$ cat src/rtl/rxd_pkg.sv
// Constants and types for the receive DMA channel state block.
// Assumes a 32-bit APB register port and byte-wide endpoint receive data.
package rxd_pkg;

  // Register byte addresses
  localparam logic [7:0] ADDR_SKIP    = 8'h00;
  localparam logic [7:0] ADDR_HEAD    = 8'h04;
  localparam logic [7:0] ADDR_START   = 8'h08;
  localparam logic [7:0] ADDR_ACTIVE  = 8'h0C;
  localparam logic [7:0] ADDR_BUFADDR = 8'h10;
  localparam logic [7:0] ADDR_LENGTH  = 8'h14;
  localparam logic [7:0] ADDR_COUNT   = 8'h18;
  localparam logic [7:0] ADDR_COMP    = 8'h1C;

  // Field positions and widths
  localparam int          PTR_LSB     = 2;
  localparam int          INPKT_BIT   = 0;
  localparam int          MODE_BIT    = 0;
  localparam int          SKIP_W      = 8;
  localparam int          HALF_LSB    = 16;

  // Reset values
  localparam logic [31:0] RST_WORD    = 32'h0000_0000;
  localparam logic [29:0] RST_PTR     = 30'h0000_0000;
  localparam logic [15:0] RST_HALF    = 16'h0000;
  localparam logic [7:0]  RST_SKIP    = 8'h00;

  // Length write-back into the start descriptor, and the byte store lane
  localparam logic [31:0] DESC_LEN_OFS = 32'h0000_0008;
  localparam logic [3:0]  BE_LOW_HALF  = 4'h3;
  localparam logic [3:0]  BE_BYTE0     = 4'h1;

  // Channel sequencing states
  typedef enum logic [1:0] {RXD_IDLE, RXD_BYTE, RXD_LEN} rxd_state_type;

endpackage

$ cat src/rtl/rxd_pair_buffer.sv
// Two-entry valid/ready buffer for received bytes.
// Assumes one clock; both sides follow the valid/ready handshake.
`timescale 1ns/1ps
module rxd_pair_buffer #(
  parameter int WIDTH = 9,
  parameter int DEPTH = 2
) (
  // Clock and reset
  input  wire logic             pclk,
  input  wire logic             presetn,
  // Filling side
  input  wire logic             in_valid,
  output logic                  in_ready,
  input  wire logic [WIDTH-1:0] in_data,
  // Draining side
  output logic                  out_valid,
  input  wire logic             out_ready,
  output logic      [WIDTH-1:0] out_data
);

  localparam int AW = (DEPTH > 1) ? $clog2(DEPTH) : 1;

  logic [WIDTH-1:0] mem_reg [DEPTH];
  logic [AW-1:0]    wr_reg;
  logic [AW-1:0]    wr_next;
  logic [AW-1:0]    rd_reg;
  logic [AW-1:0]    rd_next;
  logic [AW:0]      cnt_reg;
  logic [AW:0]      cnt_next;
  logic             push;
  logic             pop;

  // Handshake flags and pointer updates
  always_comb
  begin
    in_ready  = (cnt_reg != (AW+1)'(DEPTH));
    out_valid = (cnt_reg != '0);
    out_data  = mem_reg[rd_reg];
    push      = in_valid && in_ready;
    pop       = out_valid && out_ready;
    wr_next   = wr_reg;
    rd_next   = rd_reg;
    if (push)
      wr_next = (wr_reg == AW'(DEPTH-1)) ? '0 : wr_reg + AW'(1);
    if (pop)
      rd_next = (rd_reg == AW'(DEPTH-1)) ? '0 : rd_reg + AW'(1);
    cnt_next = cnt_reg + (AW+1)'(push) - (AW+1)'(pop);
  end

  // Storage and pointers
  always_ff @(posedge pclk or negedge presetn)
  begin
    if (!presetn)
    begin
      wr_reg  <= '0;
      rd_reg  <= '0;
      cnt_reg <= '0;
      for (int i = 0; i < DEPTH; i++)
        mem_reg[i] <= '0;
    end
    else
    begin
      wr_reg  <= wr_next;
      rd_reg  <= rd_next;
      cnt_reg <= cnt_next;
      if (push)
        mem_reg[wr_reg] <= in_data;
    end
  end

endmodule

$ cat src/rtl/rxd_channel.sv
// Receive DMA channel state: APB state words, byte stores, length write-back.
// Assumes an APB master, a memory write port with valid/ready and an endpoint
// byte stream with an end-of-packet marker on the last byte.
//
// Summary of operation
// - Head word bits 31..2 hold the receive queue head pointer, bits 1..0 read zero.
// - Start word bits 31..2 capture the first descriptor of the packet in progress.
// - Start word bit 0 reads 1 while a packet is in progress, else 0.
// - Active word bits 31..2 hold the descriptor of the buffer being filled.
// - Buffer address word holds the full byte address of the next stored byte.
// - Length bits 31..16 count packet bytes, written to start descriptor byte offset 8 at end.
// - Length bits 15..0 count free bytes left in the active buffer.
// - A programmed 8-bit skip count offsets the first buffer of each packet.
// - A compare-mode write matching the completion pointer drops the queue interrupt, unless a packet closes in the same cycle.
`timescale 1ns/1ps
module rxd_channel (
  // Clock and reset
  input  wire logic        pclk,
  input  wire logic        presetn,
  // APB slave
  input  wire logic        psel,
  input  wire logic        penable,
  input  wire logic        pwrite,
  input  wire logic [7:0]  paddr,
  input  wire logic [31:0] pwdata,
  output logic      [31:0] prdata,
  output logic             pready,
  output logic             pslverr,
  // Endpoint receive bytes
  input  wire logic        rx_valid,
  output logic             rx_ready,
  input  wire logic [7:0]  rx_data,
  input  wire logic        rx_last,
  // Memory write port
  output logic             mem_valid,
  input  wire logic        mem_ready,
  output logic      [31:0] mem_addr,
  output logic      [31:0] mem_wdata,
  output logic      [3:0]  mem_be,
  // Receive queue interrupt level
  output logic             rx_queue_irq
);

  rxd_pkg::rxd_state_type state_reg, state_next;
  logic [7:0]  skip_reg, skip_next;
  logic [29:0] head_reg, head_next;
  logic [29:0] first_reg, first_next;
  logic        inpkt_reg, inpkt_next;
  logic [29:0] active_reg, active_next;
  logic [31:0] bufptr_reg, bufptr_next;
  logic [15:0] pktlen_reg, pktlen_next;
  logic [15:0] free_reg, free_next;
  logic [15:0] firstcnt_reg, firstcnt_next;
  logic [15:0] actcnt_reg, actcnt_next;
  logic [29:0] comp_reg, comp_next;
  logic        irq_reg, irq_next;
  logic        mvalid_reg, mvalid_next;
  logic [31:0] maddr_reg, maddr_next;
  logic [31:0] mdata_reg, mdata_next;
  logic [3:0]  mbe_reg, mbe_next;
  logic [31:0] prdata_reg, prdata_next;
  logic [31:0] rd_word;
  logic        addr_hit;
  logic        wr_acc;
  logic        pop;
  logic        buf_valid;
  logic [8:0]  buf_data;

  // Stall-safe holding for received bytes
  rxd_pair_buffer #(
    .WIDTH (9),
    .DEPTH (2)
  ) u_buf (
    .pclk      (pclk),
    .presetn   (presetn),
    .in_valid  (rx_valid),
    .in_ready  (rx_ready),
    .in_data   ({rx_last, rx_data}),
    .out_valid (buf_valid),
    .out_ready (pop),
    .out_data  (buf_data)
  );

  // Bus answers and output wiring
  assign pready       = 1'b1;
  assign pslverr      = psel && penable && !addr_hit;
  assign prdata       = prdata_reg;
  assign mem_valid    = mvalid_reg;
  assign mem_addr     = maddr_reg;
  assign mem_wdata    = mdata_reg;
  assign mem_be       = mbe_reg;
  assign rx_queue_irq = irq_reg;
  assign wr_acc       = psel && penable && pwrite && addr_hit;
  assign pop          = (state_reg == rxd_pkg::RXD_BYTE) && mem_ready;

  // Read decode; reserved bits read zero
  always_comb
  begin
    addr_hit = 1'b1;
    rd_word  = rxd_pkg::RST_WORD;
    case (paddr)
      rxd_pkg::ADDR_SKIP:    rd_word = {24'h000000, skip_reg};
      rxd_pkg::ADDR_HEAD:    rd_word = {head_reg, 2'b00};
      rxd_pkg::ADDR_START:   rd_word = {first_reg, 1'b0, inpkt_reg};
      rxd_pkg::ADDR_ACTIVE:  rd_word = {active_reg, 2'b00};
      rxd_pkg::ADDR_BUFADDR: rd_word = bufptr_reg;
      rxd_pkg::ADDR_LENGTH:  rd_word = {pktlen_reg, free_reg};
      rxd_pkg::ADDR_COUNT:   rd_word = {firstcnt_reg, actcnt_reg};
      rxd_pkg::ADDR_COMP:    rd_word = {comp_reg, 2'b00};
      default:               addr_hit = 1'b0;
    endcase
  end

  // Software writes first, then channel sequencing overrides
  always_comb
  begin
    state_next    = state_reg;
    skip_next     = skip_reg;
    head_next     = head_reg;
    first_next    = first_reg;
    inpkt_next    = inpkt_reg;
    active_next   = active_reg;
    bufptr_next   = bufptr_reg;
    pktlen_next   = pktlen_reg;
    free_next     = free_reg;
    firstcnt_next = firstcnt_reg;
    actcnt_next   = actcnt_reg;
    comp_next     = comp_reg;
    irq_next      = irq_reg;
    mvalid_next   = mvalid_reg;
    maddr_next    = maddr_reg;
    mdata_next    = mdata_reg;
    mbe_next      = mbe_reg;
    prdata_next   = prdata_reg;
    // Read data latched in the setup cycle
    if (psel && !penable && !pwrite)
      prdata_next = rd_word;
    if (wr_acc)
    begin
      case (paddr)
        rxd_pkg::ADDR_SKIP:    skip_next = pwdata[rxd_pkg::SKIP_W-1:0];
        rxd_pkg::ADDR_HEAD:    head_next = pwdata[31:rxd_pkg::PTR_LSB];
        rxd_pkg::ADDR_START:
        begin
          first_next = pwdata[31:rxd_pkg::PTR_LSB];
          inpkt_next = pwdata[rxd_pkg::INPKT_BIT];
        end
        rxd_pkg::ADDR_ACTIVE:  active_next = pwdata[31:rxd_pkg::PTR_LSB];
        rxd_pkg::ADDR_BUFADDR: bufptr_next = pwdata;
        rxd_pkg::ADDR_LENGTH:
        begin
          pktlen_next = pwdata[31:rxd_pkg::HALF_LSB];
          free_next   = pwdata[rxd_pkg::HALF_LSB-1:0];
        end
        rxd_pkg::ADDR_COUNT:
        begin
          firstcnt_next = pwdata[31:rxd_pkg::HALF_LSB];
          actcnt_next   = pwdata[rxd_pkg::HALF_LSB-1:0];
        end
        rxd_pkg::ADDR_COMP:
        begin
          if (pwdata[rxd_pkg::MODE_BIT])
          begin
            comp_next = pwdata[31:rxd_pkg::PTR_LSB];
            irq_next  = 1'b1;
          end
          else if (pwdata[31:rxd_pkg::PTR_LSB] == comp_reg)
            irq_next = 1'b0;
        end
        default:
        begin
          skip_next = skip_reg;
        end
      endcase
    end
    case (state_reg)
      rxd_pkg::RXD_IDLE:
      begin
        if (buf_valid && !inpkt_reg)
        begin
          // Packet begins in the current buffer
          first_next    = active_reg;
          inpkt_next    = 1'b1;
          bufptr_next   = bufptr_reg + 32'(skip_reg);
          free_next     = (free_reg > 16'(skip_reg)) ? free_reg - 16'(skip_reg) : 16'h0000;
          pktlen_next   = rxd_pkg::RST_HALF;
          firstcnt_next = rxd_pkg::RST_HALF;
          actcnt_next   = rxd_pkg::RST_HALF;
        end
        else if (buf_valid && free_reg != 16'h0000)
        begin
          // Store one byte at the buffer pointer
          mvalid_next = 1'b1;
          maddr_next  = bufptr_reg;
          mdata_next  = {4{buf_data[7:0]}};
          mbe_next    = rxd_pkg::BE_BYTE0 << bufptr_reg[1:0];
          state_next  = rxd_pkg::RXD_BYTE;
        end
      end
      rxd_pkg::RXD_BYTE:
      begin
        if (mem_ready)
        begin
          bufptr_next = bufptr_reg + 32'h0000_0001;
          free_next   = free_reg - 16'h0001;
          pktlen_next = pktlen_reg + 16'h0001;
          actcnt_next = actcnt_reg + 16'h0001;
          if (active_reg == first_reg)
            firstcnt_next = firstcnt_reg + 16'h0001;
          if (buf_data[8])
          begin
            // Length goes into the word at byte offset 8 of the start descriptor
            maddr_next = {first_reg, 2'b00} + rxd_pkg::DESC_LEN_OFS;
            mdata_next = {16'h0000, pktlen_reg + 16'h0001};
            mbe_next   = rxd_pkg::BE_LOW_HALF;
            state_next = rxd_pkg::RXD_LEN;
          end
          else
          begin
            mvalid_next = 1'b0;
            state_next  = rxd_pkg::RXD_IDLE;
          end
        end
      end
      rxd_pkg::RXD_LEN:
      begin
        if (mem_ready)
        begin
          // Packet closed; queue event raised, set beats clear
          mvalid_next = 1'b0;
          inpkt_next  = 1'b0;
          comp_next   = active_reg;
          irq_next    = 1'b1;
          state_next  = rxd_pkg::RXD_IDLE;
        end
      end
      default:
      begin
        state_next = rxd_pkg::RXD_IDLE;
      end
    endcase
  end

  // State word registers, all zero from reset
  always_ff @(posedge pclk or negedge presetn)
  begin
    if (!presetn)
    begin
      state_reg    <= rxd_pkg::RXD_IDLE;
      skip_reg     <= rxd_pkg::RST_SKIP;
      head_reg     <= rxd_pkg::RST_PTR;
      first_reg    <= rxd_pkg::RST_PTR;
      inpkt_reg    <= 1'b0;
      active_reg   <= rxd_pkg::RST_PTR;
      bufptr_reg   <= rxd_pkg::RST_WORD;
      pktlen_reg   <= rxd_pkg::RST_HALF;
      free_reg     <= rxd_pkg::RST_HALF;
      firstcnt_reg <= rxd_pkg::RST_HALF;
      actcnt_reg   <= rxd_pkg::RST_HALF;
      comp_reg     <= rxd_pkg::RST_PTR;
      irq_reg      <= 1'b0;
      mvalid_reg   <= 1'b0;
      maddr_reg    <= rxd_pkg::RST_WORD;
      mdata_reg    <= rxd_pkg::RST_WORD;
      mbe_reg      <= 4'h0;
      prdata_reg   <= rxd_pkg::RST_WORD;
    end
    else
    begin
      state_reg    <= state_next;
      skip_reg     <= skip_next;
      head_reg     <= head_next;
      first_reg    <= first_next;
      inpkt_reg    <= inpkt_next;
      active_reg   <= active_next;
      bufptr_reg   <= bufptr_next;
      pktlen_reg   <= pktlen_next;
      free_reg     <= free_next;
      firstcnt_reg <= firstcnt_next;
      actcnt_reg   <= actcnt_next;
      comp_reg     <= comp_next;
      irq_reg      <= irq_next;
      mvalid_reg   <= mvalid_next;
      maddr_reg    <= maddr_next;
      mdata_reg    <= mdata_next;
      mbe_reg      <= mbe_next;
      prdata_reg   <= prdata_next;
    end
  end
endmodule

$ cat config.mk
export PLATFORM = sky130hd
export DESIGN_NAME = rxd_channel
export DESIGN_NICKNAME = d
export VERILOG_FILES = /design/src/rtl/rxd_pkg.sv /design/src/rtl/rxd_pair_buffer.sv /design/src/rtl/rxd_channel.sv
export SDC_FILE = /design/constraint.sdc
export NUM_CORES = 1
export LEC_CHECK = 0
export ABC_CLOCK_PERIOD_IN_PS = 3360
export BUFFER_PORTS_ARGS = -buffer_cell sky130_fd_sc_hd__buf_2
export CAP_MARGIN = 20
export CORE_MARGIN = 4
export CORE_UTILIZATION = 35
export DETAILED_ROUTE_END_ITERATION = 8
export RECOVER_POWER = 100
export REMOVE_ABC_BUFFERS = 1
export SYNTH_ARGS = -nofsm -noshare
export SYNTH_HDL_FRONTEND = slang
export SYNTH_SLANG_ARGS = --single-unit
$ cat constraint.sdc
create_clock -name pclk -period 3.36 [get_ports pclk]
set_clock_uncertainty 0.1 [all_clocks]
set_input_delay 0.168 -clock pclk [delete_from_list [all_inputs] [get_ports pclk]]
set_output_delay 0.168 -clock pclk [all_outputs]
set_load 0.1 [all_outputs]
Word-level counts from Yosys, hierarchy flattened
Cells that the tools add are included.
{"block": "totals", "latch_bits": 0, "mem_bits_ro": 0, "memories": 0, "ram_bits": 0, "reg_bits": 351, "elab_cells": 173}
{"block": "classes", "n_bitwise": 2, "n_mul": 0, "n_lt_le_gt_ge": 4, "muxes": 84, "n_addsub": 12, "reduce_logical": 29, "div_mod_pow": 0, "n_shift": 1, "n_eq_ne": 18}
{"op": "2-to-1 mux 32 bit", "n": 12}
{"op": "2-to-1 mux 16 bit", "n": 18}
{"op": "2-to-1 mux 30 bit", "n": 9}
{"op": "one-hot mux 32 bit (8 select lines)", "n": 1}
{"op": "one-hot mux 32 bit (2 select lines)", "n": 3}
{"op": "one-hot mux 16 bit (2 select lines)", "n": 4}
{"op": "== test 30 bit", "n": 2}
{"op": "adder 16 x 1 -> 16 bit (second input constant)", "n": 3}
{"op": "2-to-1 mux 9 bit", "n": 4}
{"op": "adder 32 x 1 -> 32 bit (second input constant)", "n": 1}
{"op": "adder 32 x 4 -> 32 bit (second input constant)", "n": 1}
{"op": "adder 32 x 8 -> 32 bit", "n": 1}
{"op": "== test 8 x 5 -> 1 bit (second input constant)", "n": 4}
{"op": "bitwise mux 18 bit", "n": 1}
{"op": "2-to-1 mux 1 bit", "n": 18}
{"op": "== test 8 x 4 -> 1 bit (second input constant)", "n": 2}
{"op": "greater-than comparator 16 x 8 -> 1 bit", "n": 1}
{"op": "2-to-1 mux 4 bit", "n": 4}
{"op": "nonzero test 16 bit", "n": 1}
{"op": "subtractor 16 x 1 -> 16 bit (second input constant)", "n": 1}
{"op": "subtractor 16 x 8 -> 16 bit", "n": 1}
{"op": "inequality test 2 bit (second input constant)", "n": 7}
{"op": "logical AND 1 bit", "n": 12}
{"op": "2-to-1 mux 2 bit", "n": 5}
{"op": "other kinds (25)", "n": 34}

Logic depth before layout (Yosys ltp)
Gate-level depths: netlist (run 1).
{"block": "logic_depth", "word_depth": 8, "depth_mapped": 11, "ltp_nobuf": 11}

Hierarchy
A second synthesis (run 1) with hierarchy kept.
{"block": "hier_totals", "cells_unflattened": 2244, "area_unflattened_um2": 20862.5}
{"module": "rxd_channel", "cells_each": 2174, "seq_area_each_um2": 8032.7, "area_each_um2": 19860.3, "instances": 1}
{"module": "rxd_pair_buffer", "cells_each": 70, "seq_area_each_um2": 550.5, "area_each_um2": 1002.2, "instances": 1}

Least setup slack after synthesis (run 1)
Ideal clock, no wire load.
{"block": "synth_path", "kind": "flip-flop to flip-flop", "from": "reg bufptr_reg[0]", "to": "reg bufptr_reg[26]", "t_arrival_ns": 2.492, "path_buffers": 0, "setup_ns": 0.126, "path_stages_with_launch": 11, "setup_slack_ns": 0.642, "cell_sequence": "dfrtp_1 -> ha_1 -> inv_1 -> fa_1 -> nand2b_1 -> a21oi_1 -> o41a_1 -> o21ai_0 -> a221oi_1 -> o21ai_0 -> a221o_1"}
{"block": "synth_via", "elab_chain_len": 3, "elab_cells_between_ends": 5}
{"element": "start: declaration", "line": "rxd_channel.sv:50", "text": "logic [31:0] bufptr_reg, bufptr_next;"}
{"element": "start signal: assignment", "line": "rxd_channel.sv:255", "text": "bufptr_reg <= rxd_pkg::RST_WORD;"}
{"element": "start signal: assignment", "line": "rxd_channel.sv:276", "text": "bufptr_reg <= bufptr_next;"}
{"element": "adder 32 x 1 -> 32 bit / adder 32 x 8 -> 32 bit (equally long branches)", "line": "rxd_channel.sv:204, rxd_channel.sv:184"}
{"element": "2-to-1 mux 32 bit, on equally long branches", "line": "rxd_channel.sv:202, rxd_channel.sv:179"}
{"element": "one-hot mux 32 bit (2 select lines) (*)", "line": "rxd_channel.sv:176", "text": "case (state_reg)"}
{"element": "named net bufptr_next[26]", "line": "rxd_channel.sv:50"}
Mark *: on every way through the listed nets, which the timed path passes. The rest lies on a longest branch.
A chain may end at the register's enable or synchronous reset.

Worst setup path after layout (run 1)
{"block": "layout_path", "from": "reg free_reg[12]", "to": "reg maddr_reg[27], in the netlist mem_addr[27]"}
{"block": "layout_via", "elab_chain_len": 4}
{"element": "start: declaration", "line": "rxd_channel.sv:52", "text": "logic [15:0] free_reg, free_next;"}
{"element": "start signal: assignment", "line": "rxd_channel.sv:257", "text": "free_reg <= rxd_pkg::RST_HALF;"}
{"element": "start signal: assignment", "line": "rxd_channel.sv:278", "text": "free_reg <= free_next;"}
{"element": "nonzero test 16 bit", "line": "rxd_channel.sv:190", "text": "else if (buf_valid && free_reg != 16'h0000)"}
{"element": "logical AND 1 bit", "line": "rxd_channel.sv:190"}
{"element": "inequality test 2 bit (no line)"}
{"element": "AND reduction 5 bit (no line)"}
{"element": "end signal: assignment", "line": "rxd_channel.sv:263", "text": "maddr_reg <= rxd_pkg::RST_WORD;"}
{"element": "end signal: assignment", "line": "rxd_channel.sv:284", "text": "maddr_reg <= maddr_next;"}
{"element": "end: declaration", "line": "rxd_channel.sv:58", "text": "logic [31:0] maddr_reg, maddr_next;"}
No other way between the ends.

==> out/metrics.csv, run 1 <==
stage;metric;value;unit
synthesis;post-synthesis compound-gate area fraction;19.0;%
timing;Final period util;96.3;%
clock_network;CTS tree;done;
final_layout;Area Growth Syn to Fin;15.4;%
global_route;number of global-route vias before repair;18078;
floorplan;Chip Height;249;µm
worst_setup_path;CP Launch Type;flop;
synthesis;synth warn;0;
worst_setup_path;Worst R2R Setup Slack;0.12;ns
synthesis;Netlist Area Pre-Place;20300;µm²
pwr;Psw;10.0;mW
floorplan;Die W;249;µm
clock_network;CTS Buf Count;41;
pwr;total power;20.2;mW
clock_network;CTS sink cnt;343;
timing;fin crit period;3.24;ns
global_route;GRT Overall Usage;24.2;%
clock_network;H-tree Lvls;2;
route;Vias/cell;5.97;
floorplan;number of primary I/O pins;161;
timing;worst slew pin tran;2.64;ns
placement;dpl hpwl;55900;µm
global_route;initial antenna violation count;2;
pwr;Static Leak;10.2;nW
timing;RSZ-0062 raised after global routing;false;
final_layout;number of fill cells;5729;
min_path;Min-Delay Path Class;in -> reg;
synthesis;Top FF cell, synth;dfrtp_1;
timing;Fin. Hold Viols;0;
timing;maximum clock frequency;0.309;GHz
timing;final setup fails;0;
clock_network;clk slew on worst S/H paths;0.06;ns
worst_setup_path;Setup crit end kind;flop;
global_route;total global routing overflow;0;
route;Via Count;18247;
synthesis;count leader, synth;dfrtp_1;
synthesis;Avg Inst Size Synth;9.47;µm²
clock_network;Max clock buf depth;3;
min_path;worst hold start;psel;
worst_setup_path;Worst R2R Start;free_reg[12];
synthesis;fraction of registers with async set/reset;100;%
global_route;first-pass GRT wire length;117000;µm
pwr;sequential share of power;30.0;%
outcome;failing checks;max-capacitance violations, max-slew violations;
synthesis;mux share of post-synthesis cell area;10.0;%
synthesis;simple-gate share of the synthesized area;15.0;%
run;Max Cap Viol;4;
timing;Worst slew margin;-76.0;%
pwr;combinational power share;46.5;%
placement;dpl ws;0.220;ns
synthesis;post-synth top area cell;dfrtp_1;
pwr;Clk network pwr share;23.6;%
floorplan;std cell rows;87;
worst_setup_path;CP Launch Point;free_reg[12];
timing;worst setup margin;0.123;ns
worst_setup_path;crit path max fanout;11;
floorplan;die area;61800;µm²
synthesis;Post-synth top cells;dfrtp_1 (343), nand2_1 (231), o21ai_0 (147), nor2_1 (135), clkbuf_1 (110);
floorplan;core outline area;56800;µm²
clock_network;Root Buffer;clkbuf_16;
route;total routed wirelength;77500;µm
clock_network;Post-CTS Setup Bufs;0;
worst_setup_path;worst path arrival time;3.58;ns
route;DR WL/cell;25.3;µm
synthesis;Post-synth EDFFs;0;
synthesis;post-synthesis adder-cell area fraction;2.17;%
timing;setup_tns;0;ns
route;# DRC;0;
synthesis;Synth Instances;2141;
floorplan;initial core utilization;35.7;%
pwr;internal power;10.1;mW
synthesis;#FFs+latches synth;343;
final_layout;share of cells above drive strength 1;12.9;%
outcome;status;finished with violations;
final_layout;Finished Layout Cells;3058;
placement;port bufs;159;
placement;Placed Cells;2939;
placement;RD Place Congestion;0.938;
route;Final ANT Viol Nets;0;
synthesis;sequential-to-total area share from yosys stat;42.3;%
synthesis;top post-synthesis cells by area;dfrtp_1 (42%), mux2i_1 (4.9%), mux2_2 (4.8%), nand2_1 (4.3%), xor2_1 (4.3%);
synthesis;xor/xnor share of the synthesized area;6.09;%
pwr;Sw Ratio;49.7;%
clock_network;worst-skew pair later-pin latency;0.60;ns
route;DR iter-0 viols;1962;
synthesis;largest family of logic cells by synthesized area;compound AO/OA/AOI/OAI gates;
route;Pre-antenna DRT Iters;6;
synthesis;synth unique cells;85;
final_layout;Nets;2360;
worst_setup_path;Crit Path Class;reg -> reg;
synthesis;share of the synthesized area in the top cell type;42.3;%
pwr;Worst VDD drop;0.690;mV
global_route;largest net degree at the start of global routing;109;
pwr;P per Cell Area;862;nW/µm²
timing;pins over their slew limit;204;
worst_setup_path;worst path required time;3.70;ns
==> metal layers <==
layer  wire, µm  vias up  global-route usage (%)
li1           -     8094                       -
met1      32000     9152                    32.1
met2      36100      821                    39.2
met3       6430      176                    5.17
met4       2910        4                    8.70
met5         27        -                       0
==> worst paths after layout <==
kind	depth (start not counted)	end
max	6	mem_addr[27]
min	6	rx_queue_irq
max reg2reg	6	mem_addr[27]
min reg2reg	2	mem_wdata[0]
max in group asynchronous	3	first_reg[23]
min in group asynchronous	2	u_buf.mem_reg[11]
==> critical path, stage by stage (launching register included) <==
cell and delay, ns:
dfrtp_1 0.47, or4_1 0.61, nor3_1 0.50, a31o_1 0.44
a22oi_2 0.29, nand2_1 0.48, o21ai_0 0.19
==> stage by stage <==
| step | cell area, µm² | util (%) | hold WS [ns] |
|---|---|---|---|
| 5_1_grt | 23400 | 41.2 | 0.235 |
| 6_report | 23400 | 41.2 | 0.204 |
| 2_1_floorplan | 19300 | - | -0.228 |
| 3_5_place_dp | 21800 | 38.3 | 0.222 |
| 4_1_cts | 23600 | 41.6 | 0.167 |
| 3_3_place_gp | 21800 | 38.3 | 0.220 |
==> cells by family (layout without fill, tap and decap cells) <==
family / after synthesis / after routing
other: 1 / 2
flip-flops: 343 / 343
AO/OA/AOI/OAI: 574 / 574
buffers and inverters: 231 / 391
XOR/XNOR: 140 / 140
adder cells (fa/ha/maj): 34 / 34
AND/OR/NAND/NOR: 626 / 626
multiplexers: 192 / 192
==> cells in the final DEF, fill, tap and decap left out, types with 9 or more instances in the layout <==
master	n
a21oi_1	73
a221o_1	22
a221oi_1	50
a222oi_1	28
a22o_1	38
a22oi_1	10
a31oi_1	37
and2_1	10
and3_1	33
and4_1	10
buf_2	54
buf_4	49
clkbuf_1	127
clkbuf_16	41
clkbuf_2	10
clkbuf_8	14
dfrtp_1	343
dlygate4sd3_1	44
ha_1	32
inv_1	33
mux2_2	86
mux2i_1	100
nand2_1	231
nand3_1	49
nand4_1	26
nor2_1	135
nor3_1	37
nor4_1	35
o211ai_1	15
o21ai_0	201
o21ai_1	16
o22ai_1	12
o31ai_1	9
xnor2_1	40
xor2_1	99
==> area by class of cell <==
class | instances | area, µm² | area share (%)
Inverter | 35 | 131 | 0.562
Timing Repair Buffer | 282 | 1690 | 7.23
Clock buffer | 64 | 1250 | 5.36
Multi-Input combinational cell | 1567 | 10600 | 45.4
Sequential cell | 343 | 8580 | 36.7
Clock inverter | 10 | 170 | 0.728
Tap cell | 756 | 946 | 4.04
Antenna cell | 1 | 2.50 | 0.0107
==> power by group through the flow <==
stage          registers (mW)  logic (mW)  clock network, mW
6_report                 6.04        9.37               4.75
5_1_grt                  6.15        9.96               5.01
4_1_cts                  6.02        9.57               4.83
3_5_place_dp             6.09        9.51                  0
3_3_place_gp             6.05        9.43                  0
2_1_floorplan            8.55        3.84                  0
==> repair_timing <==
| item | 4_1_cts | 5_1_grt |
|---|---|---|
| resized for setup | 0 | 0 |
| hold buffers | 44 | 0 |
| endpoints found under the hold margin | 331 | 0 |
No activity file was read; power rests on OpenSTA's default activity.
==> run 2, diff against run 1 <==
PLACE_DENSITY = 0.61   (was not set)
SETUP_SLACK_MARGIN = 0.5   (was not set)
==> out/metrics.csv, run 2 (synthesis gave the netlist of run 1 again) <==
stage;metric;value;unit;change
timing;setup_tns;0;ns;unchanged
final_layout;number of fill cells;5627;;-1.8%
worst_setup_path;crit path max fanout;16;;+5
global_route;largest net degree at the start of global routing;74;;-32%
final_layout;Finished Layout Cells;3084;;+0.85%
worst_setup_path;worst path arrival time;3.41;ns;-0.17 ns
timing;worst slew pin tran;2.02;ns;-0.622 ns
clock_network;CTS sink cnt;343;;unchanged
floorplan;Chip Height;249;µm;unchanged
worst_setup_path;Worst R2R Setup Slack;0.30;ns;+0.18 ns
final_layout;multi-input logic area;10800;µm²;+1.9%
floorplan;Die W;249;µm;unchanged
floorplan;std cell rows;87;;unchanged
global_route;number of global-route vias before repair;17928;;-0.83%
final_layout;Area Growth Syn to Fin;17.5;%;
clock_network;H-tree Lvls;2;;unchanged
pwr;Worst VDD drop;0.810;mV;+17%
clock_network;Max clock buf depth;3;;unchanged
final_layout;final cell utilization of the core;41.9;%;+0.74 points
clock_network;CTS tree;done;;
timing;Worst slew margin;-34.5;%;+41 points
route;Vias/cell;5.99;;+0.36%
clock_network;CTS Buf Count;41;;unchanged
route;Via Count;18469;;+1.2%
global_route;GRT Overall Usage;23.7;%;-0.47 points
worst_setup_path;CP Launch Type;input pin;;
placement;RD Place Congestion;0.929;;-0.92%
floorplan;core outline area;56800;µm²;unchanged
worst_setup_path;Setup crit end kind;flop;;
global_route;initial antenna violation count;1;;-1
min_path;Hold Path End;pktlen_reg[15];;
route;total routed wirelength;77700;µm;+0.30%
final_layout;Seq. cell area;8590;µm²;about the same
pwr;Static Leak;10.4;nW;+1.8%
floorplan;number of primary I/O pins;161;;unchanged
worst_setup_path;worst r2r path cells;8;;+2
pwr;total power;20.8;mW;+3.3%
timing;pins over their slew limit;126;;-38%
run;Max Cap Viol;3;;-1
placement;port bufs;159;;unchanged
timing;RSZ-0062 raised after global routing;true;;
min_path;Min-Delay Path Class;in -> reg;;
clock_network;worst-skew pair later-pin latency;0.58;ns;-0.02 ns
final_layout;commonest non-fill, non-tap cell in the layout;dfrtp_1;;
timing;final setup fails;0;;unchanged
timing;Final period util;91.4;%;-4.9 points
placement;Placed Cells;2938;;-0.034%
worst_setup_path;FF-to-FF End;mem_addr[21];;
min_path;hold depth;3;;-3
worst_setup_path;Worst R2R Start;free_reg[6];;
placement;dpl hpwl;55800;µm;-0.26%
global_route;first-pass GRT wire length;115000;µm;-0.95%
route;Final ANT Viol Nets;0;;unchanged
route;Pre-antenna DRT Iters;6;;unchanged
timing;fin crit period;3.07;ns;-0.166 ns
outcome;status;finished with violations;;
final_layout;most used cells in the layout excluding fill and tap cells;dfrtp_1 (339), nand2_1 (229), o21ai_0 (198);;
clock_network;Root Buffer;clkbuf_16;;
timing;maximum clock frequency;0.326;GHz;+5.4%
floorplan;initial core utilization;35.7;%;unchanged
timing;Fin. Hold Viols;0;;unchanged
final_layout;Nets;2385;;+1.1%
route;# DRC;0;;unchanged
outcome;failing checks;max-capacitance violations, max-slew violations;;
clock_network;clk slew on worst S/H paths;0.06;ns;about the same
floorplan;die area;61800;µm²;unchanged
final_layout;share of cells above drive strength 1;15.4;%;+2.5 points
min_path;worst hold start;mem_ready;;
worst_setup_path;worst path required time;3.69;ns;about the same
worst_setup_path;Crit Path Class;in -> reg;;
route;DR WL/cell;25.2;µm;-0.55%
route;DR iter-0 viols;2069;;+5.5%
global_route;total global routing overflow;0;;unchanged
pwr;P per Cell Area;875;nW/µm²;+1.4%
final_layout;Antenna Cells;0;;-1
==> run 2: worst max path at each step <==
stage / from / to / slack [ns] / cells after the start
4_1_cts: state_reg[1] / firstcnt_reg[3] / 0.46 / 9
6_report: penable / first_reg[24] / 0.29 / 8
2_1_floorplan: state_reg[1] / bufptr_reg[18] / -1.40 / 8
5_1_grt: penable / first_reg[19] / 0.21 / 8
3_3_place_gp: skip_reg[0] / bufptr_reg[26] / 0.22 / 10
3_5_place_dp: skip_reg[0] / bufptr_reg[26] / 0.20 / 10
==> run 2: metal layers <==
| metal | track usage (%) | vias to the layer above | part of all wire [%] |
|---|---|---|---|
| met2 | 38.1 | 903 | 46 |
| met1 | 32.2 | 9257 | 41 |
| met4 | 8.33 | 2 | 4.0 |
| met5 | 0 | - | 0.017 |
| li1 | - | 8141 | - |
| met3 | 4.46 | 166 | 8.3 |
==> run 2: critical path: stages <==
cell and delay [ns]:
clkbuf_1 0.13, and3_1 0.49, and3_1 0.29, clkbuf_1 0.23, and2_0 0.61, clkbuf_1 1.08, mux2i_1 0.30, o21ai_0 0.10
==> run 2: layout make-up <==
| cell class | instances | share of cell area, % |
|---|---|---|
| multi-input cells | 1569 | 45.4 |
| well taps | 756 | 3.97 |
| clock inverters | 20 | 1.18 |
| inverters | 35 | 0.552 |
| clock buffers | 56 | 4.80 |
| repair buffers | 305 | 8.03 |
| flip-flops and latches | 343 | 36.1 |
==> run 2: where the power goes <==
part	total, mW	leakage, nW	switching (mW)	internal, mW
Sequential	6.01	4.53	1.01	5.00
Combinational	10.0	5.16	7.38	2.67
Clock	4.77	0.705	1.91	2.86
Total	20.8	10.4	10.3	10.5
==> run 2: through the flow <==
| stage | setup WS [ns] | hold slack, ns | instance area, µm² |
|---|---|---|---|
| finish | 0.290 | 0.130 | 23800 |
| global route | 0.214 | 0.127 | 23800 |
| CTS | 0.458 | 0.0749 | 23800 |
| detailed placement | 0.196 | 0.0869 | 21800 |
| global placement | 0.224 | 0.0837 | 21800 |
| floorplan | -1.40 | -0.228 | 19300 |
==> run 2: what timing repair did <==
| item | CTS | global route |
|---|---|---|
| hold buffers | 45 | 0 |
| hold endpoints to repair | 338 | 0 |
| pin swaps | 13 | 19 |
| setup buffers | 13 | 10 |
| gates resized for setup | 30 | 39 |
| cloned | 0 | 2 |
| endpoints found under the setup margin | 73 | 98 |
